`config.mk`:
```
export PLATFORM = sky130hd
export DESIGN_NAME = flash_cmd_status
export DESIGN_NICKNAME = d
export VERILOG_FILES = /design/src/rtl/cmd_timer.v /design/src/rtl/flash_cmd_status.v
export VERILOG_INCLUDE_DIRS = /design/src /design/src/shared
export SDC_FILE = /design/constraint.sdc
export NUM_CORES = 1
export LEC_CHECK = 0
export BUFFER_PORTS_ARGS = -buffer_cell sky130_fd_sc_hd__buf_2
export CAP_MARGIN = 0
export CORE_MARGIN = 2
export CORE_UTILIZATION = 59
export DETAILED_ROUTE_END_ITERATION = 8
export GPL_TIMING_DRIVEN = 0
export PLACE_DENSITY = 0.85
export REMOVE_ABC_BUFFERS = 1
export SLEW_MARGIN = 20
export SYNTH_ARGS = -nofsm -noshare
export SYNTH_HDL_FRONTEND = slang
export SYNTH_SLANG_ARGS = --single-unit
```
`constraint.sdc`:
```
create_clock -name pclk -period 3.5 [get_ports pclk]
set_clock_uncertainty 0.2 [all_clocks]
set_input_delay 0.35 -clock pclk [delete_from_list [all_inputs] [get_ports pclk]]
set_output_delay 0.35 -clock pclk [all_outputs]
set_load 0.01 [all_outputs]
```
`src/shared/flash_cmd_regs.vh`:
```
// Register map, field positions, reset values and command codes
// of the flash command status block. Definitions only.
`ifndef FLASH_CMD_REGS_VH
`define FLASH_CMD_REGS_VH

// Byte offsets on the APB
`define OFF_STAT      8'h00
`define OFF_CFG       8'h04
`define OFF_ADDR      8'h08
`define OFF_DATA      8'h0C
`define OFF_CMD       8'h10
`define OFF_PROT      8'h14
`define OFF_ISR       8'h18
`define OFF_IMR       8'h1C

// Status register bits
`define BIT_CBE       7
`define BIT_CC        6
`define BIT_PV        5
`define BIT_AE        4
`define BIT_BLANK     2
`define BIT_FAIL      1

// Configuration register bits
`define BIT_BUFFER_EMPTY_IRQ_ENABLE     7
`define BIT_DONE_IRQ_ENABLE      6

// Event bits of the interrupt status and mask registers
`define EV_DONE       0
`define EV_ERR        1
`define EV_FAIL       2

// Reset values
`define RST_CFG       8'h00
`define RST_PROT      32'hFFFFFFFF
`define RST_IMR       3'h0

// Command codes
`define CMD_VERIFY    8'h05
`define CMD_COMPRESS  8'h06
`define CMD_PROGRAM   8'h20
`define CMD_SECT_ERS  8'h40
`define CMD_MASS_ERS  8'h41
`define CMD_ABORT     8'h47

// Default run time of one array command, in pclk cycles
`define BUSY_CYCLES   32

`endif

```
`src/rtl/cmd_timer.v`:
```
// Run timer standing in for the flash array during one command.
// Assumes start is only raised while busy_r is low.
`timescale 1ns/100ps
`default_nettype none
`include "flash_cmd_regs.vh"

module cmd_timer #(
    parameter CYC = `BUSY_CYCLES,
    parameter CW  = 16
) (
    // Clock and reset
    input  wire clk,
    input  wire rst_n,
    // Control
    input  wire start,
    input  wire abort,
    // State
    output reg  busy_r,
    output reg  done_r
);
    localparam [CW-1:0] LAST = CYC - 1;

    reg [CW-1:0] cnt_r;

    always @(posedge clk or negedge rst_n) begin
        if (!rst_n) begin
            busy_r <= 1'b0;
            done_r <= 1'b0;
            cnt_r  <= {CW{1'b0}};
        end else begin
            done_r <= 1'b0;
            if (busy_r) begin
                // An abort ends the run early but still reports done
                if (abort || cnt_r == LAST) begin
                    busy_r <= 1'b0;
                    done_r <= 1'b1;
                end else begin
                    cnt_r <= cnt_r + 1'b1;
                end
            end else if (start) begin
                busy_r <= 1'b1;
                cnt_r  <= {CW{1'b0}};
            end
        end
    end
endmodule

`default_nettype wire

```
`src/rtl/flash_cmd_status.v`:
```
// Command buffer, status flags and interrupt requests of a flash controller.
// Assumes an APB master on pclk; mode and stop pins are asynchronous.
`timescale 1ns/100ps
`default_nettype none
`include "flash_cmd_regs.vh"

module flash_cmd_status #(
    parameter AW       = 23,
    parameter BUSY_CYC = `BUSY_CYCLES
) (
    // APB slave
    input  wire        pclk,
    input  wire        presetn,
    input  wire        psel,
    input  wire        penable,
    input  wire        pwrite,
    input  wire [7:0]  paddr,
    input  wire [31:0] pwdata,
    output reg  [31:0] prdata,
    output reg         pready,
    output reg         pslverr,
    // Asynchronous pins
    input  wire        special_mode,
    input  wire        stop_req,
    input  wire        array_erased,
    // Interrupt requests
    output reg         cbe_irq,
    output reg         cc_irq,
    output reg         irq
);
    localparam SQ_IDLE = 3'b001;
    localparam SQ_WORD = 3'b010;
    localparam SQ_CMD  = 3'b100;

    // Pin synchronisers
    reg [2:0] sync1_r;
    reg [2:0] sync2_r;
    reg       stop_d_r;

    // Flags and registers
    reg        buffer_empty_flag_r;
    reg        command_done_flag_r;
    reg        protection_violation_flag_r;
    reg        sequence_error_flag_r;
    reg        blank_r;
    reg        fail_r;
    reg [7:0]  cfg_r;
    reg [AW-1:0] addr_r;
    reg [31:0] data_r;
    reg [7:0]  cmd_r;
    reg [31:0] prot_r;
    reg [2:0]  isr_r;
    reg [2:0]  imr_r;
    reg [2:0]  seq_r;
    reg        pend_v_r;
    reg [7:0]  pend_cmd_r;
    reg [7:0]  act_cmd_r;

    wire       eng_busy;
    wire       eng_done;

    wire       spec_s  = sync2_r[0];
    wire       stop_s  = sync2_r[1];
    wire       ers_s   = sync2_r[2];

    // Bus decode; writes and read side effects land in the access cycle
    wire       wr      = psel & penable & pwrite & pready;
    wire       rd      = psel & penable & ~pwrite & pready;
    wire       stat_wr = wr & (paddr == `OFF_STAT);
    wire       word_wr = wr & (paddr == `OFF_DATA);
    wire       cmd_wr  = wr & (paddr == `OFF_CMD);
    wire       isr_rd  = rd & (paddr == `OFF_ISR);
    wire       w_cbe1  = stat_wr & pwdata[`BIT_CBE];
    wire       w_cbe0  = stat_wr & ~pwdata[`BIT_CBE];

    wire       blocked = protection_violation_flag_r | sequence_error_flag_r;
    wire       open_ok = ~blocked & buffer_empty_flag_r;
    wire [7:0] wcmd    = pwdata[7:0];

    reg        wcmd_legal;
    reg        wcmd_pe;
    always @* begin
        wcmd_legal = 1'b0;
        wcmd_pe    = 1'b0;
        case (wcmd)
            `CMD_VERIFY,
            `CMD_COMPRESS,
            `CMD_ABORT:    wcmd_legal = 1'b1;
            `CMD_PROGRAM,
            `CMD_SECT_ERS,
            `CMD_MASS_ERS: begin
                wcmd_legal = 1'b1;
                wcmd_pe    = 1'b1;
            end
            default:       wcmd_legal = 1'b0;
        endcase
    end

    wire prot_hit  = ({{(32-AW){1'b0}}, addr_r} >= prot_r);
    wire pv_set    = open_ok & cmd_wr & (seq_r == SQ_WORD)
                     & wcmd_legal & wcmd_pe & prot_hit;
    wire order_err = open_ok & (
                       (w_cbe0 & (seq_r != SQ_IDLE))
                     | (w_cbe1 & (seq_r == SQ_WORD))
                     | (word_wr & (seq_r != SQ_IDLE))
                     | (cmd_wr & (seq_r != SQ_WORD))
                     | (cmd_wr & (seq_r == SQ_WORD) & ~wcmd_legal));
    wire launch    = open_ok & w_cbe1 & (seq_r == SQ_CMD);
    wire abort_cmd = launch & (cmd_r == `CMD_ABORT);
    wire cut_erase = abort_cmd & eng_busy & (act_cmd_r == `CMD_SECT_ERS);
    wire stop_hit  = stop_s & ~stop_d_r & eng_busy;
    wire eng_abort = cut_erase | stop_hit;
    wire ae_set    = order_err | eng_abort;
    wire act_vd    = (act_cmd_r == `CMD_VERIFY) | (act_cmd_r == `CMD_COMPRESS);
    wire drop      = pend_v_r & sequence_error_flag_r & act_vd & eng_done;
    wire fetch     = pend_v_r & ~eng_busy & ~drop & ~stop_hit;
    wire done_ev   = eng_done & ~fetch;
    wire verify_ok = eng_done & (act_cmd_r == `CMD_VERIFY) & ~sequence_error_flag_r;
    wire fail_set  = verify_ok & ~ers_s;
    wire [2:0] ev  = {fail_set, ae_set | pv_set, done_ev};
    wire [2:0] isr_nxt = (isr_r & ~(isr_rd ? prdata[2:0] : 3'h0)) | ev;

    cmd_timer #(
        .CYC (BUSY_CYC),
        .CW  (16)
    ) u_timer (
        .clk    (pclk),
        .rst_n  (presetn),
        .start  (fetch),
        .abort  (eng_abort),
        .busy_r (eng_busy),
        .done_r (eng_done)
    );

    // Only the second stage is read; the first feeds nothing else
    always @(posedge pclk or negedge presetn) begin
        if (!presetn) begin
            sync1_r  <= 3'h0;
            sync2_r  <= 3'h0;
            stop_d_r <= 1'b0;
        end else begin
            sync1_r  <= {array_erased, stop_req, special_mode};
            sync2_r  <= sync1_r;
            stop_d_r <= stop_s;
        end
    end

    // APB answer: data latched in setup, pready high in the access cycle
    always @(posedge pclk or negedge presetn) begin
        if (!presetn) begin
            prdata  <= 32'h00000000;
            pready  <= 1'b0;
            pslverr <= 1'b0;
        end else begin
            pready  <= psel & ~penable & ~pready;
            pslverr <= 1'b0;
            if (psel & ~penable & ~pready) begin
                prdata <= 32'h00000000;
                case (paddr)
                    `OFF_STAT: prdata[7:0] <= {buffer_empty_flag_r, command_done_flag_r, protection_violation_flag_r, sequence_error_flag_r,
                                               1'b0, blank_r, fail_r, 1'b0};
                    `OFF_CFG:  prdata[7:0] <= cfg_r;
                    `OFF_ADDR: prdata[AW-1:0] <= addr_r;
                    `OFF_DATA: prdata <= data_r;
                    `OFF_CMD:  prdata[7:0] <= cmd_r;
                    `OFF_PROT: prdata <= prot_r;
                    `OFF_ISR:  prdata[2:0] <= isr_r;
                    `OFF_IMR:  prdata[2:0] <= imr_r;
                    default:   pslverr <= 1'b1;
                endcase
            end
        end
    end

    // Software registers
    always @(posedge pclk or negedge presetn) begin
        if (!presetn) begin
            cfg_r  <= `RST_CFG;
            addr_r <= {AW{1'b0}};
            prot_r <= `RST_PROT;
            imr_r  <= `RST_IMR;
            isr_r  <= 3'h0;
        end else begin
            isr_r <= isr_nxt;
            if (wr & (paddr == `OFF_CFG))
                cfg_r <= {pwdata[`BIT_BUFFER_EMPTY_IRQ_ENABLE], pwdata[`BIT_DONE_IRQ_ENABLE], 6'h00};
            if (wr & (paddr == `OFF_ADDR))
                addr_r <= pwdata[AW-1:0];
            if (wr & (paddr == `OFF_PROT))
                prot_r <= pwdata;
            if (wr & (paddr == `OFF_IMR))
                imr_r <= pwdata[2:0];
        end
    end

    // Command write sequence and buffer
    always @(posedge pclk or negedge presetn) begin
        if (!presetn) begin
            seq_r      <= SQ_IDLE;
            data_r     <= 32'h00000000;
            cmd_r      <= 8'h00;
            buffer_empty_flag_r    <= 1'b1;
            pend_v_r   <= 1'b0;
            pend_cmd_r <= 8'h00;
            act_cmd_r  <= 8'h00;
        end else begin
            case (seq_r)
                SQ_IDLE: begin
                    if (open_ok & word_wr) begin
                        data_r <= pwdata;
                        seq_r  <= SQ_WORD;
                    end
                end
                SQ_WORD: begin
                    if (pv_set | order_err)
                        seq_r <= SQ_IDLE;
                    else if (open_ok & cmd_wr) begin
                        cmd_r <= wcmd;
                        seq_r <= SQ_CMD;
                    end
                end
                SQ_CMD: begin
                    if (launch | order_err)
                        seq_r <= SQ_IDLE;
                end
                default: seq_r <= SQ_IDLE;
            endcase
            // An abort during a running sector erase acts at once; other commands queue
            if (launch & ~cut_erase) begin
                buffer_empty_flag_r    <= 1'b0;
                pend_v_r   <= 1'b1;
                pend_cmd_r <= cmd_r;
            end
            if (fetch) begin
                act_cmd_r <= pend_cmd_r;
                pend_v_r  <= 1'b0;
                buffer_empty_flag_r   <= 1'b1;
            end
            if (drop | stop_hit) begin
                pend_v_r <= 1'b0;
                buffer_empty_flag_r  <= 1'b1;
            end
        end
    end

    // Status flags; a hardware set beats a software clear
    always @(posedge pclk or negedge presetn) begin
        if (!presetn) begin
            command_done_flag_r   <= 1'b1;
            protection_violation_flag_r  <= 1'b0;
            sequence_error_flag_r <= 1'b0;
            blank_r  <= 1'b0;
            fail_r   <= 1'b0;
        end else begin
            if (launch & ~cut_erase)
                command_done_flag_r <= 1'b0;
            else if (done_ev)
                command_done_flag_r <= 1'b1;
            if (pv_set)
                protection_violation_flag_r <= 1'b1;
            else if (stat_wr & pwdata[`BIT_PV])
                protection_violation_flag_r <= 1'b0;
            if (ae_set)
                sequence_error_flag_r <= 1'b1;
            else if (stat_wr & pwdata[`BIT_AE])
                sequence_error_flag_r <= 1'b0;
            if (launch & ~cut_erase)
                blank_r <= 1'b0;
            else if (verify_ok & ~pend_v_r)
                blank_r <= ers_s;
            if (fail_set)
                fail_r <= 1'b1;
            else if (stat_wr & pwdata[`BIT_FAIL] & spec_s)
                fail_r <= 1'b0;
        end
    end

    // Level requests; cbe_irq and cc_irq one cycle behind their flags, irq in step with isr_r
    always @(posedge pclk or negedge presetn) begin
        if (!presetn) begin
            cbe_irq <= 1'b0;
            cc_irq  <= 1'b0;
            irq     <= 1'b0;
        end else begin
            cbe_irq <= buffer_empty_flag_r & cfg_r[`BIT_BUFFER_EMPTY_IRQ_ENABLE];
            cc_irq  <= command_done_flag_r & cfg_r[`BIT_DONE_IRQ_ENABLE];
            irq     <= |(isr_nxt & imr_r);
        end
    end
endmodule

`default_nettype wire

```
After elaboration in Yosys (flattened, before gate mapping)
Cells that the tools add are included.
{ "word_totals": {"register_bits": 191, "latchBits": 0, "ramBits": 0, "rom_bits": 0, "word_cells": 201, "n_memories": 0} }
{ "op_classes": {"n_addsub": 1, "n_mul": 0, "div": 0, "n_lt_le_gt_ge": 1, "eq_ne": 27, "shift": 0, "n_mux": 38, "bitwise": 88, "n_reduce_logical": 17} }
{ "op_table": {"columns": ["cell", "count"], "rows": [
  ["$and A1 B1 Y1", 56],
  ["$mux W16", 3],
  ["$pmux W15 S3", 1],
  ["$eq A8 B3 Y1 const B", 5],
  ["$eq A8 B7 Y1 const B", 5],
  ["$eq A8 B5 Y1 const B", 4],
  ["$ge A23 B32 Y1", 1],
  ["$pmux W5 S6", 1],
  ["$mux W1", 25],
  ["$pmux W3 S7", 1],
  ["$pmux W9 S2", 1],
  ["$add A16 B1 Y16 const B", 1],
  ["$eq A16 B5 Y1 const B", 1],
  ["$eq A8 B4 Y1 const B", 2],
  ["$not A1 Y1", 16],
  ["$mux W3", 5],
  ["$or A1 B1 Y1", 12],
  ["$reduce_bool A2 Y1", 6],
  ["$pmux W3 S3", 1],
  ["$eq A8 B6 Y1 const B", 1],
  ["$logic_not A8 Y1", 1],
  ["$reduce_or A8 Y1", 1],
  ["$and A3 B3 Y3", 2],
  ["$ne A3 B1 Y1 const B", 2],
  ["14 further kinds", 18]
]} }

Longest topological paths before layout
Gate-level depths: netlist (run 1).
{ "logic_depth": {"word_depth": 16, "mapped_depth": 9} }

Modules after synthesis
From an unflattened synthesis (run 1), not the netlist that was laid out.
{ "unflattened": {"cells_unflattened": 804, "hier_area_um2": 8942.3} }
{ "by_module_without_submodules": {"columns": ["mod", "n_inst", "cells_each", "area_each_um2"], "rows": [
  ["flash_cmd_status", 1, 688, 7871.3],
  ["cmd_timer", 1, 116, 1071.0]
]} }

Worst setup path before layout (run 1)
Ideal clock, no wire load.
{ "synth_timing": {"path_type": "register to register", "start": "register prot_r[7]", "end": "register cmd_r[0]", "arrival_time_ps": 2245, "t_required_ps": 3175, "setup_slack_ps": 930, "stages_incl_launch_ff": 9, "period_less_slack_ps": 2570, "cell_sequence": "dfstp_2 > inv_1 > ha_1 > a21oi_1 > a211oi_1 > a2111oi_0 > o21ai_0 > a21oi_4 > mux2_4"} }
{ "synth_between": {"elab_chain_cells": 5} }
{ "synth_rtl": {"columns": ["element", "line", "source"], "rows": [
  ["from (decl)", "flash_cmd_status.v:51", "reg [31:0] prot_r;"],
  ["from (signal assigned)", "flash_cmd_status.v:180", "prot_r <= `RST_PROT;"],
  ["from (signal assigned)", "flash_cmd_status.v:190", "prot_r <= pwdata;"],
  ["$ge A23 B32 Y1", "flash_cmd_status.v:99", "wire prot_hit = ({{(32-AW){1'b0}}, addr_r} >= prot_r);"],
  ["$and A1 B1 Y1", "flash_cmd_status.v:101", "& wcmd_legal & wcmd_pe & prot_hit;"],
  ["$or A1 B1 Y1", "flash_cmd_status.v:215", "if (pv_set | order_err)"],
  ["$not A1 Y1 (no line)", null, null],
  ["$reduce_and A3 Y1 (no line)", null, null],
  ["to (signal assigned)", "flash_cmd_status.v:218", "cmd_r <= wcmd;"],
  ["to (decl)", "flash_cmd_status.v:50", "reg [7:0] cmd_r;"]
]} }
Every way passes these cells.
A chain may end at the register's enable or synchronous reset.

Final worst setup path (run 1)
{ "layout_timing": {"start": "input port paddr[4]", "end": "register data_r[21]"} }
{ "layout_between": {"elab_chain_cells": 4} }
{ "layout_rtl": {"columns": ["element", "line", "source"], "rows": [
  ["from (decl)", "flash_cmd_status.v:17", "input wire [7:0] paddr,"],
  ["$eq A8 B4 Y1", null, null],
  ["$and A1 B1 Y1", "flash_cmd_status.v:70", "wire word_wr = wr & (paddr == `OFF_DATA);"],
  ["$and A1 B1 Y1", "flash_cmd_status.v:209", "if (open_ok & word_wr) begin"],
  ["$reduce_and A2 Y1 (no line)", null, null],
  ["to (signal assigned)", "flash_cmd_status.v:210", "data_r <= pwdata;"],
  ["to (decl)", "flash_cmd_status.v:49", "reg [31:0] data_r;"]
]} }
Every way passes these cells.

==> results.toml, run 1 <==
[sta]
rsz0062_at_grt = "false"
tightest_slew_ps = 1040
max_freq_mhz = 307
setup_viol = 0
relSlewSlack_pct = 30.0
final-hold-violation-count = 0
holdWs_ps = 3.95
period_share_pct = 93.2
finalCriticalPeriod_ps = 3260
drv_slew = 0
tns_ps = 0
layout_setup_ws_ps = 239

[clock_tree]
cts_sinks = 191
cts_tree = "yes"
clk_path_buf_depth = 2
htree_levels = 4
clk_pin_slew_worst_paths_ps = 70
cts_buffers = 17
insertion_delay_ps = 450
post_cts_buffers = 0
cts_root_buffer = "clkbuf_16"

[place]
dp_hpwl_microns = 14300
port_buffers = 84
routabilityCongestion = 0.920
dp_slack_ps = -341
placed_area_sq_um = 9630

[final_layout]
nets = 986
area_delta_synth_final_pct = 17.5
final_area_sq_um = 10600
layout_commonest_cell = "dfrtp_1"
layout_common_cells = "dfrtp_1 (156), nand2_1 (101), buf_2 (83)"
drive_above_1_share_pct = 25.4
n_antenna_cell = 0

[logic_synthesis]
syn-instance-count = 813
synthArstFlopShare_pct = 100
seq_area_frac_synth_pct = 53.4
synth_edf_count = 0
syn_area_sq_um = 9030
avgSynthCellArea_sq_um = 11.1
yosysUniqueCellTypes = 70
synth_flop_cell = "dfrtp_1"
synth_seq_cells = 191
yosysWarningCount = 0

[pwr]
p_int_mw = 3.75
ir_worst_vdd_mv = 0.346
power.switching_mw = 1.10
total_power_mw = 4.85
p_comb_share_pct = 6.0
power_density_nw_per_um2 = 457
leakage_nw = 5.16
p_sw_share_pct = 22.6
seqPwrFrac_pct = 48.0
p_clk_share_pct = 46.0

[die]
dieHeight_microns = 128
die_area_sq_um = 16300
io_pins = 85
fp.coreArea_sq_um = 15100
rows = 45
dieWidth_microns = 128
start_util_pct = 59.8

[grt]
grt_pass1_vias = 7150
grt_max_degree = 105
antenna_found_initial = 0
grtUsageTotal_pct = 29.3
grt_pass1_wl_microns = 37000
grt_overflow = 0

[critical_path]
worstReg2RegEnd = "cmd_r[2]"
slowest_stage = "or4_4"
crit_top_cell = "buf_6"
critPathMaxFanout = 16
r2r_start = "prot_r[7]"
crit_type = "primary input to flip-flop"
cp.arrival_ps = 3380
worstRegToRegCells = 8
required_ps = 3620
r2r_setup_slack_ps = 420
worstSetupStartpointType = "primary input"
critPathTopFamily = "simple AND/OR/NAND/NOR gates"
end_kind = "flip-flop"
path_cells = "buf_2 -> or4_4 -> nor3_2 -> nand2_1 -> nor2_4 -> nor4b_4 -> buf_6 -> buf_6 -> mux2_1"
cpPeakStageDelay_ps = 580
critPathBufInv = 3

[route]
wire_per_inst_microns = 20.2
wirelength_microns = 22500
drc_errors = 0
postRouteAntennaNets = 0
num_vias = 6971
drt-initial-drc-count = 618
vias_per_cell = 6.25
drt_first_pass_iters = 6

[worst_hold_path]
hp-start = "pwdata[3]"
hp-class = "primary input to flip-flop"
whs_path_depth = 2
min_to = "data_r[3]"

[run_status]
outcome = "completed"

[run]
max_cap_violations = 0
cell families after synthesis:
group / share of synthesized area [%]
simple gates: 15.6
fa+ha+maj: 3.33
flops: 53.4
compound gates: 11.7
mux: 11.5
buf+inv: 3.63
xor+xnor: 0.873
final cells by class:
cell class | instances | area [sq um]
flip-flops and latches | 191 | 4820
fillers | 1055 | 4480
multi-input cells | 549 | 3920
repair buffers | 121 | 835
clock buffers | 19 | 443
well taps | 188 | 235
clock inverters | 13 | 231
inverters | 34 | 128
flip-flops by register name (all words and copies together), names as in the netlist, 8 cells and up:
signal,cells
data_r,32
addr_r,23
cmd_r,8
prdata,32
u_timer.cnt_r,16
pend_cmd_r,8
prot_r,32
act_cmd_r,8
how the worst max path moves through the flow:
stage	to	start	depth (start not counted)
3_3_place_gp	data_r[2]	paddr[4]	7
6_report	data_r[21]	paddr[4]	9
3_5_place_dp	data_r[18]	paddr[4]	9
5_1_grt	data_r[20]	paddr[4]	9
4_1_cts	data_r[18]	paddr[4]	9
2_1_floorplan	data_r[0]	paddr[5]	6
power by group through the flow:
stage | clock [mW] | combinational [mW] | sequential (mW)
6_report | 2.23 | 0.293 | 2.32
5_1_grt | 2.34 | 0.328 | 2.33
4_1_cts | 2.24 | 0.294 | 2.32
3_5_place_dp | 0 | 0.265 | 2.36
3_3_place_gp | 0 | 0.248 | 2.36
2_1_floorplan | 0 | 0.103 | 2.36
synth_stat cells (15+ instances only):
master | n | share of area (%)
a222oi_1 | 20 | 2.2
mux2_2 | 53 | 6.6
nand3_1 | 22 | 1.2
clkbuf_1 | 24 | 1.0
mux2_1 | 28 | 3.5
nor2_1 | 45 | 1.9
o21ai_0 | 60 | 3.3
inv_1 | 34 | 1.4
nand4_1 | 15 | 1.0
dfstp_2 | 35 | 10
ha_1 | 24 | 3.3
dfrtp_1 | 156 | 43
nand2_1 | 102 | 4.2
through the flow:
step,util (%),instances
final,70.3,1115
after floorplan,-,773
after detailed placement,63.8,1052
after global placement,62.8,1045
after global routing,70.3,1115
after CTS,70.3,1114
layer usage:
metal / GRT usage (%) / up-vias / share of wire [%]
li1: - / 3154 / -
met1: 37.9 / 3484 / 42
met2: 47.4 / 268 / 49
met3: 7.18 / 65 / 7.1
met4: 12.5 / 0 / 2.9
met5: 0 / - / 0
timing repair:
item,4_1_cts,5_1_grt
gates resized for setup,0,0
hold endpoints to repair,148,0
hold buffers,30,0
setup endpoints to repair,0,16
Power figures use the tool's default switching activity.
==> run 2: changes to the inputs <==
--- a/config.mk
+++ b/config.mk
@@ -12,6 +12,7 @@
 export CORE_UTILIZATION = 59
 export DETAILED_ROUTE_END_ITERATION = 8
 export GPL_TIMING_DRIVEN = 0
+export HOLD_SLACK_MARGIN = 0.03
 export PLACE_DENSITY = 0.85
 export REMOVE_ABC_BUFFERS = 1
 export SLEW_MARGIN = 20
==> results.toml, run 2 (synthesis gave the netlist of run 1 again) <==
[grt]
grt_pass1_wl_microns = 37100
grtUsageTotal_pct = 29.3
grt_overflow = 0
grt_pass1_vias = 7159
grt_max_degree = 105
antenna_found_initial = 0

[critical_path]
r2r_start = "prot_r[7]"
end_kind = "flip-flop"
critPathMaxFanout = 16
worstReg2RegEnd = "cmd_r[2]"
worstRegToRegCells = 8
worstSetupStartpointType = "primary input"
crit_type = "primary input to flip-flop"
r2r_setup_slack_ps = 450
required_ps = 3620
cp.arrival_ps = 3390

[sta]
holdWs_ps = 75.8
final-hold-violation-count = 0
max_freq_mhz = 306
finalCriticalPeriod_ps = 3270
relSlewSlack_pct = 31.8
drv_slew = 0
tns_ps = 0
setup_viol = 0
rsz0062_at_grt = "false"
period_share_pct = 93.4
layout_setup_ws_ps = 231
tightest_slew_ps = 1020

[clock_tree]
post_cts_buffers = 0
cts.repair.resized = 0
clk_path_buf_depth = 2
insertion_delay_ps = 440
htree_levels = 4
cts_root_buffer = "clkbuf_16"
cts_tree = "yes"
cts_buffers = 17
cts_sinks = 191
clk_pin_slew_worst_paths_ps = 70

[pwr]
p_int_mw = 3.75
seqPwrFrac_pct = 48.0
p_comb_share_pct = 6.1
total_power_mw = 4.84
p_clk_share_pct = 45.8
power_density_nw_per_um2 = 455
power.switching_mw = 1.09
leakage_nw = 5.18
p_sw_share_pct = 22.5
ir_worst_vdd_mv = 0.340

[final_layout]
reg_top3 = "data_r (32), prdata (32), prot_r (32)"
n_antenna_cell = 0
instances_no_fill = 1119
final_area_sq_um = 10700
nFillCells = 1051
layout_common_cells = "dfrtp_1 (156), nand2_1 (101), buf_2 (83)"
drive_above_1_share_pct = 25.2
nets = 990
area_delta_synth_final_pct = 18.0
fin_util_pct = 70.6
layout_commonest_cell = "dfrtp_1"

[route]
vias_per_cell = 6.25
wire_per_inst_microns = 20.2
drt-initial-drc-count = 588
postRouteAntennaNets = 0
num_vias = 6999
drt_first_pass_iters = 5
wirelength_microns = 22600
drc_errors = 0

[die]
dieHeight_microns = 128
dieWidth_microns = 128
start_util_pct = 59.8
die_area_sq_um = 16300
fp.coreArea_sq_um = 15100
io_pins = 85
rows = 45

[run_status]
outcome = "completed"

[worst_hold_path]
hp-class = "primary input to flip-flop"
hp-start = "pwdata[6]"
min_to = "prot_r[6]"
whs_path_depth = 3

[place]
port_buffers = 84
dp_hpwl_microns = 14300
routabilityCongestion = 0.920
dp_slack_ps = -341
placed_area_sq_um = 9630
placed_cells = 1052

[run]
max_cap_violations = 0
-- run 2: final cells by class --
type	count	area, sq um	share of cell area, %
clock inverters	13	231	2.17
well taps	188	235	2.21
clock buffers	19	443	4.16
flip-flops and latches	191	4820	45.3
inverters	34	128	1.20
multi-input cells	549	3920	36.8
repair buffers	125	875	8.21
-- run 2: routing by layer --
metal / up-vias / routed length (microns) / global-route usage [%] / part of all wire [%]
met5: - / 0 / 0 / 0
met3: 56 / 1590 / 7.18 / 7.0
met2: 267 / 11000 / 47.4 / 49
met4: 0 / 642 / 12.5 / 2.8
li1: 3159 / - / - / -
met1: 3517 / 9360 / 38.0 / 41
-- run 2: what timing repair did --
action | in CTS | in global routing
hold endpoints to repair | 156 | 0
hold buffers | 34 | 0
setup endpoints to repair | 0 | 16
-- run 2: how the worst max path moves through the flow --
stage                         from    endpoint  slack, ps  cells past startpoint
after global routing      paddr[4]  data_r[20]        180                      9
after detailed placement  paddr[4]  data_r[18]       -340                      9
final                     paddr[4]  data_r[21]        230                      9
after global placement    paddr[4]   data_r[2]      -1510                      7
after floorplan           paddr[5]   data_r[0]        -70                      6
after CTS                 paddr[4]  data_r[18]        100                      9
-- run 2: critical path, cell delays in order --
cell	delay (ps)
buf_2	190
or4_4	580
nor3_2	210
nand2_1	220
nor2_4	560
nor4b_4	510
buf_6	230
buf_6	160
mux2_1	350
-- run 2: power by group through the flow --
stage / combinational, mW / clock (mW) / sequential, mW
after CTS: 0.298 / 2.24 / 2.32
final: 0.297 / 2.22 / 2.33
after detailed placement: 0.265 / 0 / 2.36
after global placement: 0.248 / 0 / 2.36
after floorplan: 0.103 / 0 / 2.36
after global routing: 0.332 / 2.34 / 2.33
